$ cat src/quad_dac_params.svh
// Constants for the quad converter command and update logic
`ifndef QUAD_DAC_PARAMS_SVH
`define QUAD_DAC_PARAMS_SVH
// Fixed upper five bits of the seven-bit write address
`define DEV_ADDR_PREFIX 5'h13
// Command byte field positions
`define LOAD_UPPER_POS 5
`define LOAD_LOWER_POS 4
`define PICK_UPPER_POS 2
`define PICK_LOWER_POS 1
`define PD_SEL_POS 0
// Power-down code position inside the high data byte
`define PD_CODE_MSB 7
`define PD_CODE_LSB 6
// Load mode encodings
`define MODE_STAGE 2'h0
`define MODE_LOAD_ONE 2'h1
`define MODE_LOAD_ALL 2'h2
`define MODE_BCAST 2'h3
// Bits in one byte, ack slot follows
`define BITS_PER_BYTE 4'h8
// Reset values
`define CHAN_RESET 14'h0000
`define BYTE_RESET 8'h00
`endif

$ cat src/quad_dac_pkg.sv
// Types shared by the quad converter command and update logic
package quad_dac_pkg;
  typedef enum logic [3:0] {
    PH_IDLE = 4'h1,
    PH_RX = 4'h2,
    PH_ACK = 4'h4,
    PH_SKIP = 4'h8
  } link_phase_e;
  typedef enum logic [3:0] {
    SEQ_CMD = 4'h1,
    SEQ_HI = 4'h2,
    SEQ_LO = 4'h4,
    SEQ_DONE = 4'h8
  } byte_seq_e;
  typedef logic [13:0] chan_word_t;
endpackage : quad_dac_pkg

$ cat src/quad_dac_update.sv
// Two-wire slave receiver, command decode and double-buffered channel registers
`timescale 1ns/1ps
`default_nettype none
`include "quad_dac_params.svh"
// Behaviour
// RL1 - first byte after address is command
// RL2 - mode 00 writes staging by channel
// RL3 - power-down select stores code upper bits
// RL4 - mode 01 writes staging and output
// RL5 - mode 01 with power-down powers channel
// RL6 - mode 10 writes staging, loads all
// RL7 - broadcast, upper pick clear: load stored
// RL8 - broadcast with data loads all outputs
// RL9 - broadcast power-down applies to all
// RL10 - high byte is code bits 11..4
// RL11 - low byte upper nibble is bits 3..0
// RL12 - update at end of final ack
// RL13 - readback state cleared at reset
// RL14 - load pin rise copies all staging
// RL15 - master pulses load pin after writes
// RL16 - each channel has 14-bit staging
// RL17 - each channel has 14-bit output
// RL18 - respond only to own seven-bit address
// RL19 - data pairs repeat until stop/start
// RL20 - power-down sends exactly two bytes
// RL21 - address carries device select pins
// RL22 - bit three ignored; registers reset zero
module quad_dac_update
  import quad_dac_pkg::*;
(
  input wire logic sys_clk_i,
  input wire logic resetn_i,
  input wire logic scl_i,
  input wire logic sda_i,
  output logic sda_o,
  output logic sda_oe_n_o,
  input wire logic device_select_upper_i,
  input wire logic device_select_lower_i,
  input wire logic async_update_pin_i,
  output logic [13:0] output_channel_a_o,
  output logic [13:0] output_channel_b_o,
  output logic [13:0] output_channel_c_o,
  output logic [13:0] output_channel_d_o
);
  // ==========================================================
  // Pin synchronisers
  logic [4:0] pins_s;
  logic scl_s;
  logic sda_s;
  logic upd_s;
  logic [1:0] sel_s;
  pin_sync #(.WIDTH(5)) u_sync (
    .sys_clk_i(sys_clk_i),
    .resetn_i(resetn_i),
    .pin_i({scl_i, sda_i, async_update_pin_i, device_select_upper_i,
      device_select_lower_i}),
    .sync_o(pins_s)
  );
  assign {scl_s, sda_s, upd_s, sel_s} = pins_s;

  // ==========================================================
  // Link edge detection
  logic scl_q;
  logic sda_q;
  logic upd_q;
  logic scl_rise;
  logic scl_fall;
  logic start_det;
  logic stop_det;
  logic upd_rise;
  assign scl_rise = scl_s && !scl_q;
  assign scl_fall = !scl_s && scl_q;
  assign start_det = scl_s && scl_q && sda_q && !sda_s;
  assign stop_det = scl_s && scl_q && !sda_q && sda_s;
  assign upd_rise = upd_s && !upd_q;
  // Previous samples for edge finding
  always_ff @(posedge sys_clk_i or negedge resetn_i)
  begin
    if (!resetn_i)
    begin
      scl_q <= 1'b1;
      sda_q <= 1'b1;
      upd_q <= 1'b0;
    end
    else
    begin
      scl_q <= scl_s;
      sda_q <= sda_s;
      upd_q <= upd_s;
    end
  end

  // ==========================================================
  // Byte receiver and acknowledge
  link_phase_e phase_r;
  link_phase_e phase_nxt;
  byte_seq_e seq_r;
  byte_seq_e seq_nxt;
  byte_seq_e seq_after;
  logic [3:0] bit_cnt_r;
  logic [3:0] bit_cnt_nxt;
  logic [7:0] shift_r;
  logic [7:0] shift_nxt;
  logic first_r;
  logic first_nxt;
  logic pd_seq_r;
  logic pd_seq_nxt;
  logic oe_n_r;
  logic oe_n_nxt;
  logic push;
  logic in_ready;
  logic addr_match;
  logic byte_ok;
  // Own address with write direction only; other traffic is not acked
  assign addr_match = (shift_r[7:1] == {`DEV_ADDR_PREFIX, sel_s}) && !shift_r[0]; // RL18 RL21
  // A power-down transfer takes no bytes beyond its pair
  assign byte_ok = first_r ? addr_match : (seq_r != SEQ_DONE) && in_ready; // RL20
  // Byte order after the command: high, low, high, low ...
  always_comb
  begin
    unique case (seq_r)
      SEQ_CMD: seq_after = SEQ_HI;
      SEQ_HI: seq_after = SEQ_LO;
      SEQ_LO: seq_after = pd_seq_r ? SEQ_DONE : SEQ_HI; // RL19 RL20
      SEQ_DONE: seq_after = SEQ_DONE;
      default: seq_after = SEQ_DONE;
    endcase
  end
  // Framing: start or repeated start restarts, stop ends the transfer
  always_comb
  begin
    phase_nxt = phase_r;
    seq_nxt = seq_r;
    bit_cnt_nxt = bit_cnt_r;
    shift_nxt = shift_r;
    first_nxt = first_r;
    pd_seq_nxt = pd_seq_r;
    oe_n_nxt = oe_n_r;
    push = 1'b0;
    if (start_det)
    begin
      phase_nxt = PH_RX;
      bit_cnt_nxt = 4'h0;
      first_nxt = 1'b1;
      oe_n_nxt = 1'b1;
    end
    else if (stop_det)
    begin
      phase_nxt = PH_IDLE;
      oe_n_nxt = 1'b1;
    end
    else
    begin
      unique case (phase_r)
        PH_IDLE, PH_SKIP: phase_nxt = phase_r;
        PH_RX:
        begin
          if (scl_rise && bit_cnt_r != `BITS_PER_BYTE)
          begin
            shift_nxt = {shift_r[6:0], sda_s};
            bit_cnt_nxt = bit_cnt_r + 4'h1;
          end
          else if (scl_fall && bit_cnt_r == `BITS_PER_BYTE)
          begin
            phase_nxt = byte_ok ? PH_ACK : PH_SKIP;
            oe_n_nxt = !byte_ok;
          end
        end
        PH_ACK:
        begin
          // Byte is handed on as the ack clock falls
          if (scl_fall)
          begin
            phase_nxt = PH_RX;
            oe_n_nxt = 1'b1;
            bit_cnt_nxt = 4'h0;
            first_nxt = 1'b0;
            push = !first_r; // RL12
            seq_nxt = first_r ? SEQ_CMD : seq_after; // RL1
            if (!first_r && seq_r == SEQ_CMD)
              pd_seq_nxt = shift_r[`PD_SEL_POS];
          end
        end
        default: phase_nxt = PH_IDLE;
      endcase
    end
  end
  // Receiver state
  always_ff @(posedge sys_clk_i or negedge resetn_i)
  begin
    if (!resetn_i)
    begin
      phase_r <= PH_IDLE;
      seq_r <= SEQ_DONE;
      bit_cnt_r <= 4'h0;
      shift_r <= `BYTE_RESET;
      first_r <= 1'b0;
      pd_seq_r <= 1'b0;
      oe_n_r <= 1'b1;
    end
    else
    begin
      phase_r <= phase_nxt;
      seq_r <= seq_nxt;
      bit_cnt_r <= bit_cnt_nxt;
      shift_r <= shift_nxt;
      first_r <= first_nxt;
      pd_seq_r <= pd_seq_nxt;
      oe_n_r <= oe_n_nxt;
    end
  end
  assign sda_oe_n_o = oe_n_r;
  // Open-drain: only ever drives low
  assign sda_o = 1'b0;

  // ==========================================================
  // Byte buffer; a full buffer turns into a not-acknowledge
  logic buf_valid;
  logic buf_ready;
  logic [9:0] buf_data;
  logic pop;
  two_entry_buffer #(.WIDTH(10), .DEPTH(2)) u_buf (
    .sys_clk_i(sys_clk_i),
    .resetn_i(resetn_i),
    .in_valid_i(push),
    .in_ready_o(in_ready),
    .in_data_i({seq_r == SEQ_CMD, seq_r == SEQ_LO, shift_r}),
    .out_valid_o(buf_valid),
    .out_ready_i(buf_ready),
    .out_data_o(buf_data)
  );
  assign pop = buf_valid && buf_ready;

  // ==========================================================
  // Command, high and low byte holding registers
  logic [7:0] cmd_r;
  logic [7:0] high_r;
  logic [7:0] low_r;
  logic apply_r;
  // Decoder stalls the buffer for the cycle it applies an update
  assign buf_ready = !apply_r;
  always_ff @(posedge sys_clk_i or negedge resetn_i)
  begin
    if (!resetn_i)
    begin
      cmd_r <= `BYTE_RESET;
      high_r <= `BYTE_RESET;
      low_r <= `BYTE_RESET;
      apply_r <= 1'b0;
    end
    else
    begin
      apply_r <= pop && buf_data[8]; // RL12
      if (pop && buf_data[9])
        cmd_r <= buf_data[7:0]; // RL1
      else if (pop && buf_data[8])
        low_r <= buf_data[7:0];
      else if (pop)
        high_r <= buf_data[7:0];
    end
  end

  // ==========================================================
  // Command field decode; bits 7, 6 and 3 play no part
  logic [1:0] mode;
  logic [1:0] chan;
  logic pd;
  logic [1:0] code;
  logic [11:0] data12;
  logic m_stage;
  logic m_one;
  logic m_all;
  logic m_bc;
  assign mode = {cmd_r[`LOAD_UPPER_POS], cmd_r[`LOAD_LOWER_POS]}; // RL22
  assign chan = {cmd_r[`PICK_UPPER_POS], cmd_r[`PICK_LOWER_POS]};
  assign pd = cmd_r[`PD_SEL_POS];
  assign code = high_r[`PD_CODE_MSB:`PD_CODE_LSB]; // RL3
  assign data12 = {high_r, low_r[7:4]}; // RL10 RL11
  assign m_stage = apply_r && (mode == `MODE_STAGE);
  assign m_one = apply_r && (mode == `MODE_LOAD_ONE);
  assign m_all = apply_r && (mode == `MODE_LOAD_ALL);
  assign m_bc = apply_r && (mode == `MODE_BCAST);

  // ==========================================================
  // Per-channel staging and output registers
  chan_word_t stage_r [4];
  chan_word_t out_r [4];
  genvar i;
  generate
    for (i = 0; i < 4; i++)
    begin : g_chan
      logic hit;
      logic wr_stage;
      chan_word_t stage_nxt;
      chan_word_t out_nxt;
      chan_word_t new_word;
      chan_word_t pd_out;
      assign hit = (chan == 2'(i)); // RL2
      // Power-down keeps data bits and replaces the code bits
      assign new_word = pd ? {code, stage_r[i][11:0]} : {2'h0, data12}; // RL3 RL16
      assign pd_out = {code, out_r[i][11:0]}; // RL17
      assign wr_stage = hit && (m_stage || m_all || (m_one && !pd)); // RL2 RL4 RL6
      assign stage_nxt = wr_stage ? new_word : stage_r[i];
      // Serial updates override a load pin edge in the same cycle
      always_comb
      begin
        out_nxt = upd_rise ? stage_r[i] : out_r[i]; // RL14
        if (m_one && hit)
          out_nxt = pd ? pd_out : new_word; // RL4 RL5
        else if (m_all)
          out_nxt = stage_nxt; // RL6
        else if (m_bc && !chan[1])
          out_nxt = stage_r[i]; // RL7
        else if (m_bc)
          out_nxt = pd ? pd_out : {2'h0, data12}; // RL8 RL9
      end
      always_ff @(posedge sys_clk_i or negedge resetn_i)
      begin
        if (!resetn_i)
        begin
          stage_r[i] <= `CHAN_RESET; // RL13 RL22
          out_r[i] <= `CHAN_RESET;
        end
        else
        begin
          stage_r[i] <= stage_nxt;
          out_r[i] <= out_nxt;
        end
      end
    end
  endgenerate
  assign output_channel_a_o = out_r[0];
  assign output_channel_b_o = out_r[1];
  assign output_channel_c_o = out_r[2];
  assign output_channel_d_o = out_r[3];
endmodule : quad_dac_update
`default_nettype wire

$ cat src/pin_sync.sv
// Two-flop synchroniser for a group of pins
`timescale 1ns/1ps
`default_nettype none
module pin_sync #(
  parameter int WIDTH = 1
) (
  input wire logic sys_clk_i,
  input wire logic resetn_i,
  input wire logic [WIDTH-1:0] pin_i,
  output logic [WIDTH-1:0] sync_o
);
  // ==========================================================
  // Per-bit stages; the first flop feeds only the second
  genvar i;
  generate
    for (i = 0; i < WIDTH; i++)
    begin : g_bit
      logic meta_r;
      logic hold_r;
      always_ff @(posedge sys_clk_i or negedge resetn_i)
      begin
        if (!resetn_i)
        begin
          meta_r <= 1'b0;
          hold_r <= 1'b0;
        end
        else
        begin
          meta_r <= pin_i[i];
          hold_r <= meta_r;
        end
      end
      assign sync_o[i] = hold_r;
    end
  endgenerate
endmodule : pin_sync
`default_nettype wire

$ cat src/two_entry_buffer.sv
// Small FIFO with valid and ready on both sides
`timescale 1ns/1ps
`default_nettype none
module two_entry_buffer #(
  parameter int WIDTH = 10,
  parameter int DEPTH = 2
) (
  input wire logic sys_clk_i,
  input wire logic resetn_i,
  input wire logic in_valid_i,
  output logic in_ready_o,
  input wire logic [WIDTH-1:0] in_data_i,
  output logic out_valid_o,
  input wire logic out_ready_i,
  output logic [WIDTH-1:0] out_data_o
);
  localparam int AW = (DEPTH > 1) ? $clog2(DEPTH) : 1;
  localparam logic [AW-1:0] LAST = AW'(DEPTH - 1);
  localparam logic [AW:0] FULL = (AW + 1)'(DEPTH);
  logic [WIDTH-1:0] mem_r [DEPTH];
  logic [AW-1:0] wr_ptr_r;
  logic [AW-1:0] rd_ptr_r;
  logic [AW:0] count_r;
  logic do_wr;
  logic do_rd;
  // ==========================================================
  // Handshake decode
  assign in_ready_o = (count_r != FULL);
  assign out_valid_o = (count_r != '0);
  assign out_data_o = mem_r[rd_ptr_r];
  assign do_wr = in_valid_i && in_ready_o;
  assign do_rd = out_valid_o && out_ready_i;
  // Storage has no reset; entries are only read once written
  always_ff @(posedge sys_clk_i)
  begin
    if (do_wr)
      mem_r[wr_ptr_r] <= in_data_i;
  end
  // Pointers and occupancy
  always_ff @(posedge sys_clk_i or negedge resetn_i)
  begin
    if (!resetn_i)
    begin
      wr_ptr_r <= '0;
      rd_ptr_r <= '0;
      count_r <= '0;
    end
    else
    begin
      if (do_wr)
        wr_ptr_r <= (wr_ptr_r == LAST) ? '0 : wr_ptr_r + 1'b1;
      if (do_rd)
        rd_ptr_r <= (rd_ptr_r == LAST) ? '0 : rd_ptr_r + 1'b1;
      if (do_wr && !do_rd)
        count_r <= count_r + 1'b1;
      else if (do_rd && !do_wr)
        count_r <= count_r - 1'b1;
    end
  end
endmodule : two_entry_buffer
`default_nettype wire

$ cat config.mk
export PLATFORM = sky130hd
export DESIGN_NAME = quad_dac_update
export DESIGN_NICKNAME = d
export VERILOG_FILES = /design/src/quad_dac_pkg.sv /design/src/quad_dac_update.sv /design/src/pin_sync.sv /design/src/two_entry_buffer.sv
export VERILOG_INCLUDE_DIRS = /design/src
export SDC_FILE = /design/constraint.sdc
export NUM_CORES = 1
export LEC_CHECK = 0
export BUFFER_PORTS_ARGS = -buffer_cell sky130_fd_sc_hd__buf_2
export CAP_MARGIN = 10
export CORE_AREA = 2 2 111 156
export DETAILED_ROUTE_END_ITERATION = 6
export DIE_AREA = 0 0 113 158
export PLACE_DENSITY = 0.73
export SETUP_SLACK_MARGIN = 0.02
export SLEW_MARGIN = 20
export SYNTH_ARGS = -nofsm -noshare
export SYNTH_HDL_FRONTEND = slang
export SYNTH_SLANG_ARGS = --single-unit
export TNS_END_PERCENT = 20
$ cat constraint.sdc
create_clock -name sys_clk_i -period 7.3 [get_ports sys_clk_i]
set_clock_uncertainty 0.05 [all_clocks]
set_input_delay 1.825 -clock sys_clk_i [delete_from_list [all_inputs] [get_ports sys_clk_i]]
set_output_delay 1.825 -clock sys_clk_i [all_outputs]
set_load 0.005 [all_outputs]
* Word-level counts from Yosys, hierarchy flattened
Memory sizes are Yosys's and may differ from the RTL's.
Index checks and enable logic that the tools add are counted.
** Storage, ports and cells
- Word-level logic and storage cells :: 222
- Memories :: 1
- Memory bits (writable) :: 20
- Input bits :: 7
- Output and inout port bits :: 58
- Bits in registers :: 175
** Cells by class
- Eq/ne operators :: 30
- Reductions and logical operators :: 74
- Muxes and demuxes :: 69
- $add $sub $neg :: 5
- Bitwise operators :: 4
** Memories
- u_buf.mem_r :: words 2, width 10, read ports 1, clocked after Yosys merged registers in 0, write ports 1, line two_entry_buffer.sv:20 : logic [WIDTH-1:0] mem_r [DEPTH];
** Operators by type and width (count)
- 14-bit 2-to-1 mux :: 33
- 4-bit 2-to-1 mux :: 12
- 1-bit logical AND :: 33
- 4-bit case mux with 3 select lines :: 2
- 4-bit != test (second input constant) :: 5
- 4-bit AND reduction :: 5
- 5-bit nonzero test :: 4
- 1-bit 2-to-1 mux :: 18
- 3-bit AND reduction :: 6
- 1-bit zero test :: 13
- 2-bit != test (second input constant) :: 6
- 3-bit != test (second input constant) :: 3
- 2-bit equality test (second input constant) :: 4
- 4-bit by 1-bit equality test with 1-bit output (second input constant) :: 2
- 4-bit by 2-bit equality test with 1-bit output (second input constant) :: 2
- 4-bit by 3-bit equality test with 1-bit output (second input constant) :: 2
- 4-bit equality test (second input constant) :: 2
- 4-bit case mux with 2 select lines :: 1
- 2-bit nonzero test :: 4
- 7-bit equality test :: 1
- 5-bit AND reduction :: 1
- 4-bit by 1-bit adder with 4-bit output (second input constant) :: 1
- 2-bit by 1-bit equality test with 1-bit output (second input constant) :: 2
- 2-bit zero test :: 2
- other kinds (12) :: 18

* Depth between registers and ports, before layout
- Depth after elaboration :: 11
- Gate-level depth with buffers :: 9
- Depth with buffers taken out :: 7

* By module
From an unflattened synthesis, not the netlist that was laid out.
** Second synthesis, totals
- Cell total of the unflattened synthesis :: 782
- Area total of the unflattened synthesis :: 8831.0 um^2
** Modules (own cells, without submodules)
- quad_dac_update :: area each 7611.0 um^2, cells each 718, sequential area each 3910.0 um^2, times used 1
- two_entry_buffer :: area each 932.1 um^2, cells each 49, sequential area each 700.7 um^2, times used 1
- pin_sync :: area each 287.8 um^2, cells each 15, sequential area each 250.2 um^2, times used 1

* Worst setup path after synthesis
No wires, ideal clock.
- Kind :: reg2reg
- From :: register phase_r[0]
- To :: memory u_buf.mem_r[0][0], enable pin
- Path buffers :: 2
- Stages on the path, launching flop included :: 6
- Period minus slack after synthesis :: 2.880 ns
- Required time :: 6.846 ns
- Setup time :: 0.404 ns
- Slack :: 4.420 ns
- Arrival :: 2.426 ns
- Path through :: dfstp_2 > buf_6 > or4b_4 > or2_1 > buf_6 > nor4_1
** On the way
- Longest elaborated chain between the ends :: 7
** RTL lines
- from (decl) :: line quad_dac_update.sv:95 : link_phase_e phase_r;
- from (signal assigned) :: line quad_dac_update.sv:203 : phase_r <= phase_nxt;
- 4-bit by 3-bit equality test with 1-bit output :: line quad_dac_update.sv:154 : unique case (phase_r)
- 1-bit 2-to-1 mux :: line quad_dac_update.sv:154
- 1-bit 2-to-1 mux :: line quad_dac_update.sv:147 : else if (stop_det)
- 1-bit 2-to-1 mux :: line quad_dac_update.sv:140 : if (start_det)
- 1-bit logical AND :: line two_entry_buffer.sv:31 : assign do_wr = in_valid_i && in_ready_o;
- 1-bit 2-to-1 mux :: line two_entry_buffer.sv:36 : if (do_wr)
- 1-bit 2-to-1 mux (implied by the code) :: line two_entry_buffer.sv:37 : mem_r[wr_ptr_r] <= in_data_i;
- to (decl) :: line two_entry_buffer.sv:20
No other way between the ends.

* Worst setup path in the final report
- From :: register oe_n_r (netlist: sda_oe_n_o)
- To :: output sda_oe_n_o
** RTL lines
- from (decl) :: line quad_dac_update.sv:108 : logic oe_n_r;
- from (signal assigned) :: line quad_dac_update.sv:209 : oe_n_r <= oe_n_nxt;
- to (decl) :: line quad_dac_update.sv:36 : output logic sda_oe_n_o,
No word-level cell between the ends.

==> results.txt <==
Syn Std Cell Area: 0.00886 mm²
Syn_nets: 842
Vias/cell: 5.94
Final WL: 20,200 µm
Max_slew headroom: 0.290
R2r endpoint: output_channel_d_o[6]
Register Area: 0.00486 mm²
Ys Warns: 0
Slowest-stage cell, CP: dfstp_2
WL/cell: 18.6 µm
Status: finished, violations left
Distinct cell type count after synthesis: 69
I/O Pins: 65
CP startpoint: sda_oe_n_o
Worst path cell trace: buf_2
Initial DRC Count: 385
Worst-path clk slew: 0.07 ns
Max-Cap Viols: 0
Cts repair resizes: 0
Die height: 158 µm
Crit Path Max Fanout: 3
DP Worst Slack: 3.75 ns
Core box area: 0.0165 mm²
RSZ-0062 raised after global routing: false
Sink Count: 190
HP Class: reg2reg
Area growth syn-to-layout: 11.0%
FP Rows: 56
Fin crit share: 0.407
CTS Hold Bufs: 0
Seq cells post-synth: 190
WP depth: 1
Worst reg2reg path startpoint: cmd_r[2]
CP startpoint kind: register
Die W: 113 µm
Detailed-route via count: 6,478
Crit Path Class: reg2out
Fillers: 1,369
H-tree depth: 4
Violated checks: DRC
Peak VDD IR: 157 µV
Antenna Nets Post-Route: 0
Final worst slack: 4.33 ns
Initial antenna violation count: 0
Worst Tran Pin Value: 1.06 ns
Clock period minus worst slack: 2.97 ns
Worst Setup EP: sda_oe_n_o
TritonCTS clock tree: built
Number of synthesized flops with an enable pin: 20
Worst Path Arrival: 1.09 ns
Clock Latency Late Sink: 0.44 ns
GR Util All Layers: 0.235
Clock Path Buffers: 2
GR Overflow Total: 0
Hpwl dp: 13,900 µm
Crit-path leading delay family: flip-flops
First-pass GRT wire length: 32,700 µm
Util after Layout: 0.595
Prevailing post-synth register cell: dfrtp_1
Slew Viols, Final: 0
Num CTS Buffers: 17
Layout cells sized above 1: 0.215
Drt pass-1 iters: 7
Largest net degree at the start of global routing: 102
Final TNS setup: 0 ns
Post-CTS setup buffer count: 0
Sequential share of the synthesized area: 0.548
Max stage delay on crit path: 0.55 ns
CP bufs+invs: 1
WP data required: 5.43 ns
Remaining DRCs: 6
Leakage: 4.47 nW
Antenna Cells: 0
Vias in the first global route: 6,500
Endpoints failing setup: 0
Dpl cells: 1,059
Final Hold Fails: 0
Total Die Area: 0.0179 mm²
Reg-to-reg setup timing slack: 4.40 ns
Ys async rst share: 0.895
Final Non-Filler Cells: 1,091
Root Driver: clkbuf_16
# nets final: 885
F_max: 0.337 GHz
GPL Wtd Cong: 0.880
Starting Density: 0.536
CP endpoint kind: output pin
Pwr/cell area: 223 mW/mm²
Post-Syn Instances: 832
Avg Synthesized Cell Area: 10.7 µm²
I/O Buffers: 63
R2R depth: 5
Multi-input logic area: 0.00373 mm²
-- report_power, final --
group          switching [mW]  internal (mW)
Clock                   0.416          0.524
Sequential             0.0291           1.10
Combinational          0.0731         0.0527
Total                   0.518           1.68
-- worst min path at each step --
| stage | start | to | slack [ns] | cells past startpoint |
|---|---|---|---|---|
| floorplan | u_sync.g_bit[0].meta_r | u_sync.g_bit[0].hold_r | 0.28 | 0 |
| global placement | u_sync.g_bit[2].meta_r | u_sync.g_bit[2].hold_r | 0.28 | 0 |
| detailed placement | u_sync.g_bit[3].meta_r | u_sync.g_bit[3].hold_r | 0.29 | 0 |
| CTS | u_sync.g_bit[3].meta_r | u_sync.g_bit[3].hold_r | 0.30 | 0 |
| global route | u_sync.g_bit[1].meta_r | u_sync.g_bit[1].hold_r | 0.31 | 0 |
| finish | u_sync.g_bit[3].meta_r | u_sync.g_bit[3].hold_r | 0.30 | 0 |
-- layer usage --
metal  vias to the layer above  wire length [µm]  GRT usage
met5                         -                 0          0
met4                         0               794      0.117
met3                        44               911     0.0429
met2                       175             10500      0.413
met1                      3199              8070      0.275
li1                       3060                 -          -
-- sequential cells by signal (all words and copies together), names as in the netlist, 8 cells and up --
register and cells:
output_channel_b_o 14, output_channel_d_o 14, output_channel_a_o 14, u_buf.mem_r 20, high_r 8, shift_r 8, output_channel_c_o 14, stage_r 56
-- synth_stat cells (8+ instances only) --
library cell | number | area share
inv_1 | 9 | 0.0038
o21ai_0 | 60 | 0.034
nand2_1 | 78 | 0.033
mux2i_1 | 10 | 0.011
buf_2 | 18 | 0.010
clkbuf_1 | 17 | 0.0072
a21oi_1 | 84 | 0.047
nand3_1 | 16 | 0.0090
mux2_2 | 54 | 0.069
nor2b_1 | 10 | 0.0071
o211a_1 | 10 | 0.011
dfrtp_1 | 165 | 0.47
nor2_1 | 104 | 0.044
a31oi_1 | 11 | 0.0078
edfxtp_1 | 20 | 0.068
a32oi_1 | 8 | 0.0079
nand2b_1 | 11 | 0.0078
a22oi_1 | 9 | 0.0076
-- cells in the final DEF (no fill, tap or decap), types with 16 or more instances in the layout --
master / Yosys / routed
mux2_2: 54 / 54
dfrtp_1: 165 / 165
o21ai_0: 60 / 60
a21oi_1: 84 / 84
nor2_1: 104 / 104
nand2_1: 78 / 78
nand3_1: 16 / 16
buf_2: 18 / 62
clkbuf_16: 0 / 17
edfxtp_1: 20 / 20
-- layout make-up --
cell class,instances,area share
Multi-Input combinational cell,589,0.379
Sequential cell,190,0.494
Tap cell,203,0.0258
Clock buffer,19,0.0450
Clock inverter,13,0.0159
Timing Repair Buffer,68,0.0365
Inverter,9,0.00343
-- kinds of logic (layout without fill, tap and decap cells) --
family / Yosys count / in the layout / synth area share
adders and majority gates: 3 / 3 / 0.00424
AOI/OAI and AO/OA: 233 / 233 / 0.168
xor gates and xnor gates: 13 / 13 / 0.0128
other: 1 / 1 / 0.000423
and+or+nand+nor: 268 / 268 / 0.144
buffers and inverters: 53 / 109 / 0.0305
muxes: 71 / 71 / 0.0918
DFF: 190 / 190 / 0.548
-- metrics by stage --
stage	total power, mW	hold WS, ns	cell area (µm²)
after floorplan	1.22	0.281	8860
after global placement	1.28	0.282	9240
after detailed placement	1.28	0.286	9240
after CTS	2.22	0.303	9840
after global routing	2.28	0.313	9840
final	2.20	0.299	9840
No activity file was read; power rests on OpenSTA's default activity.
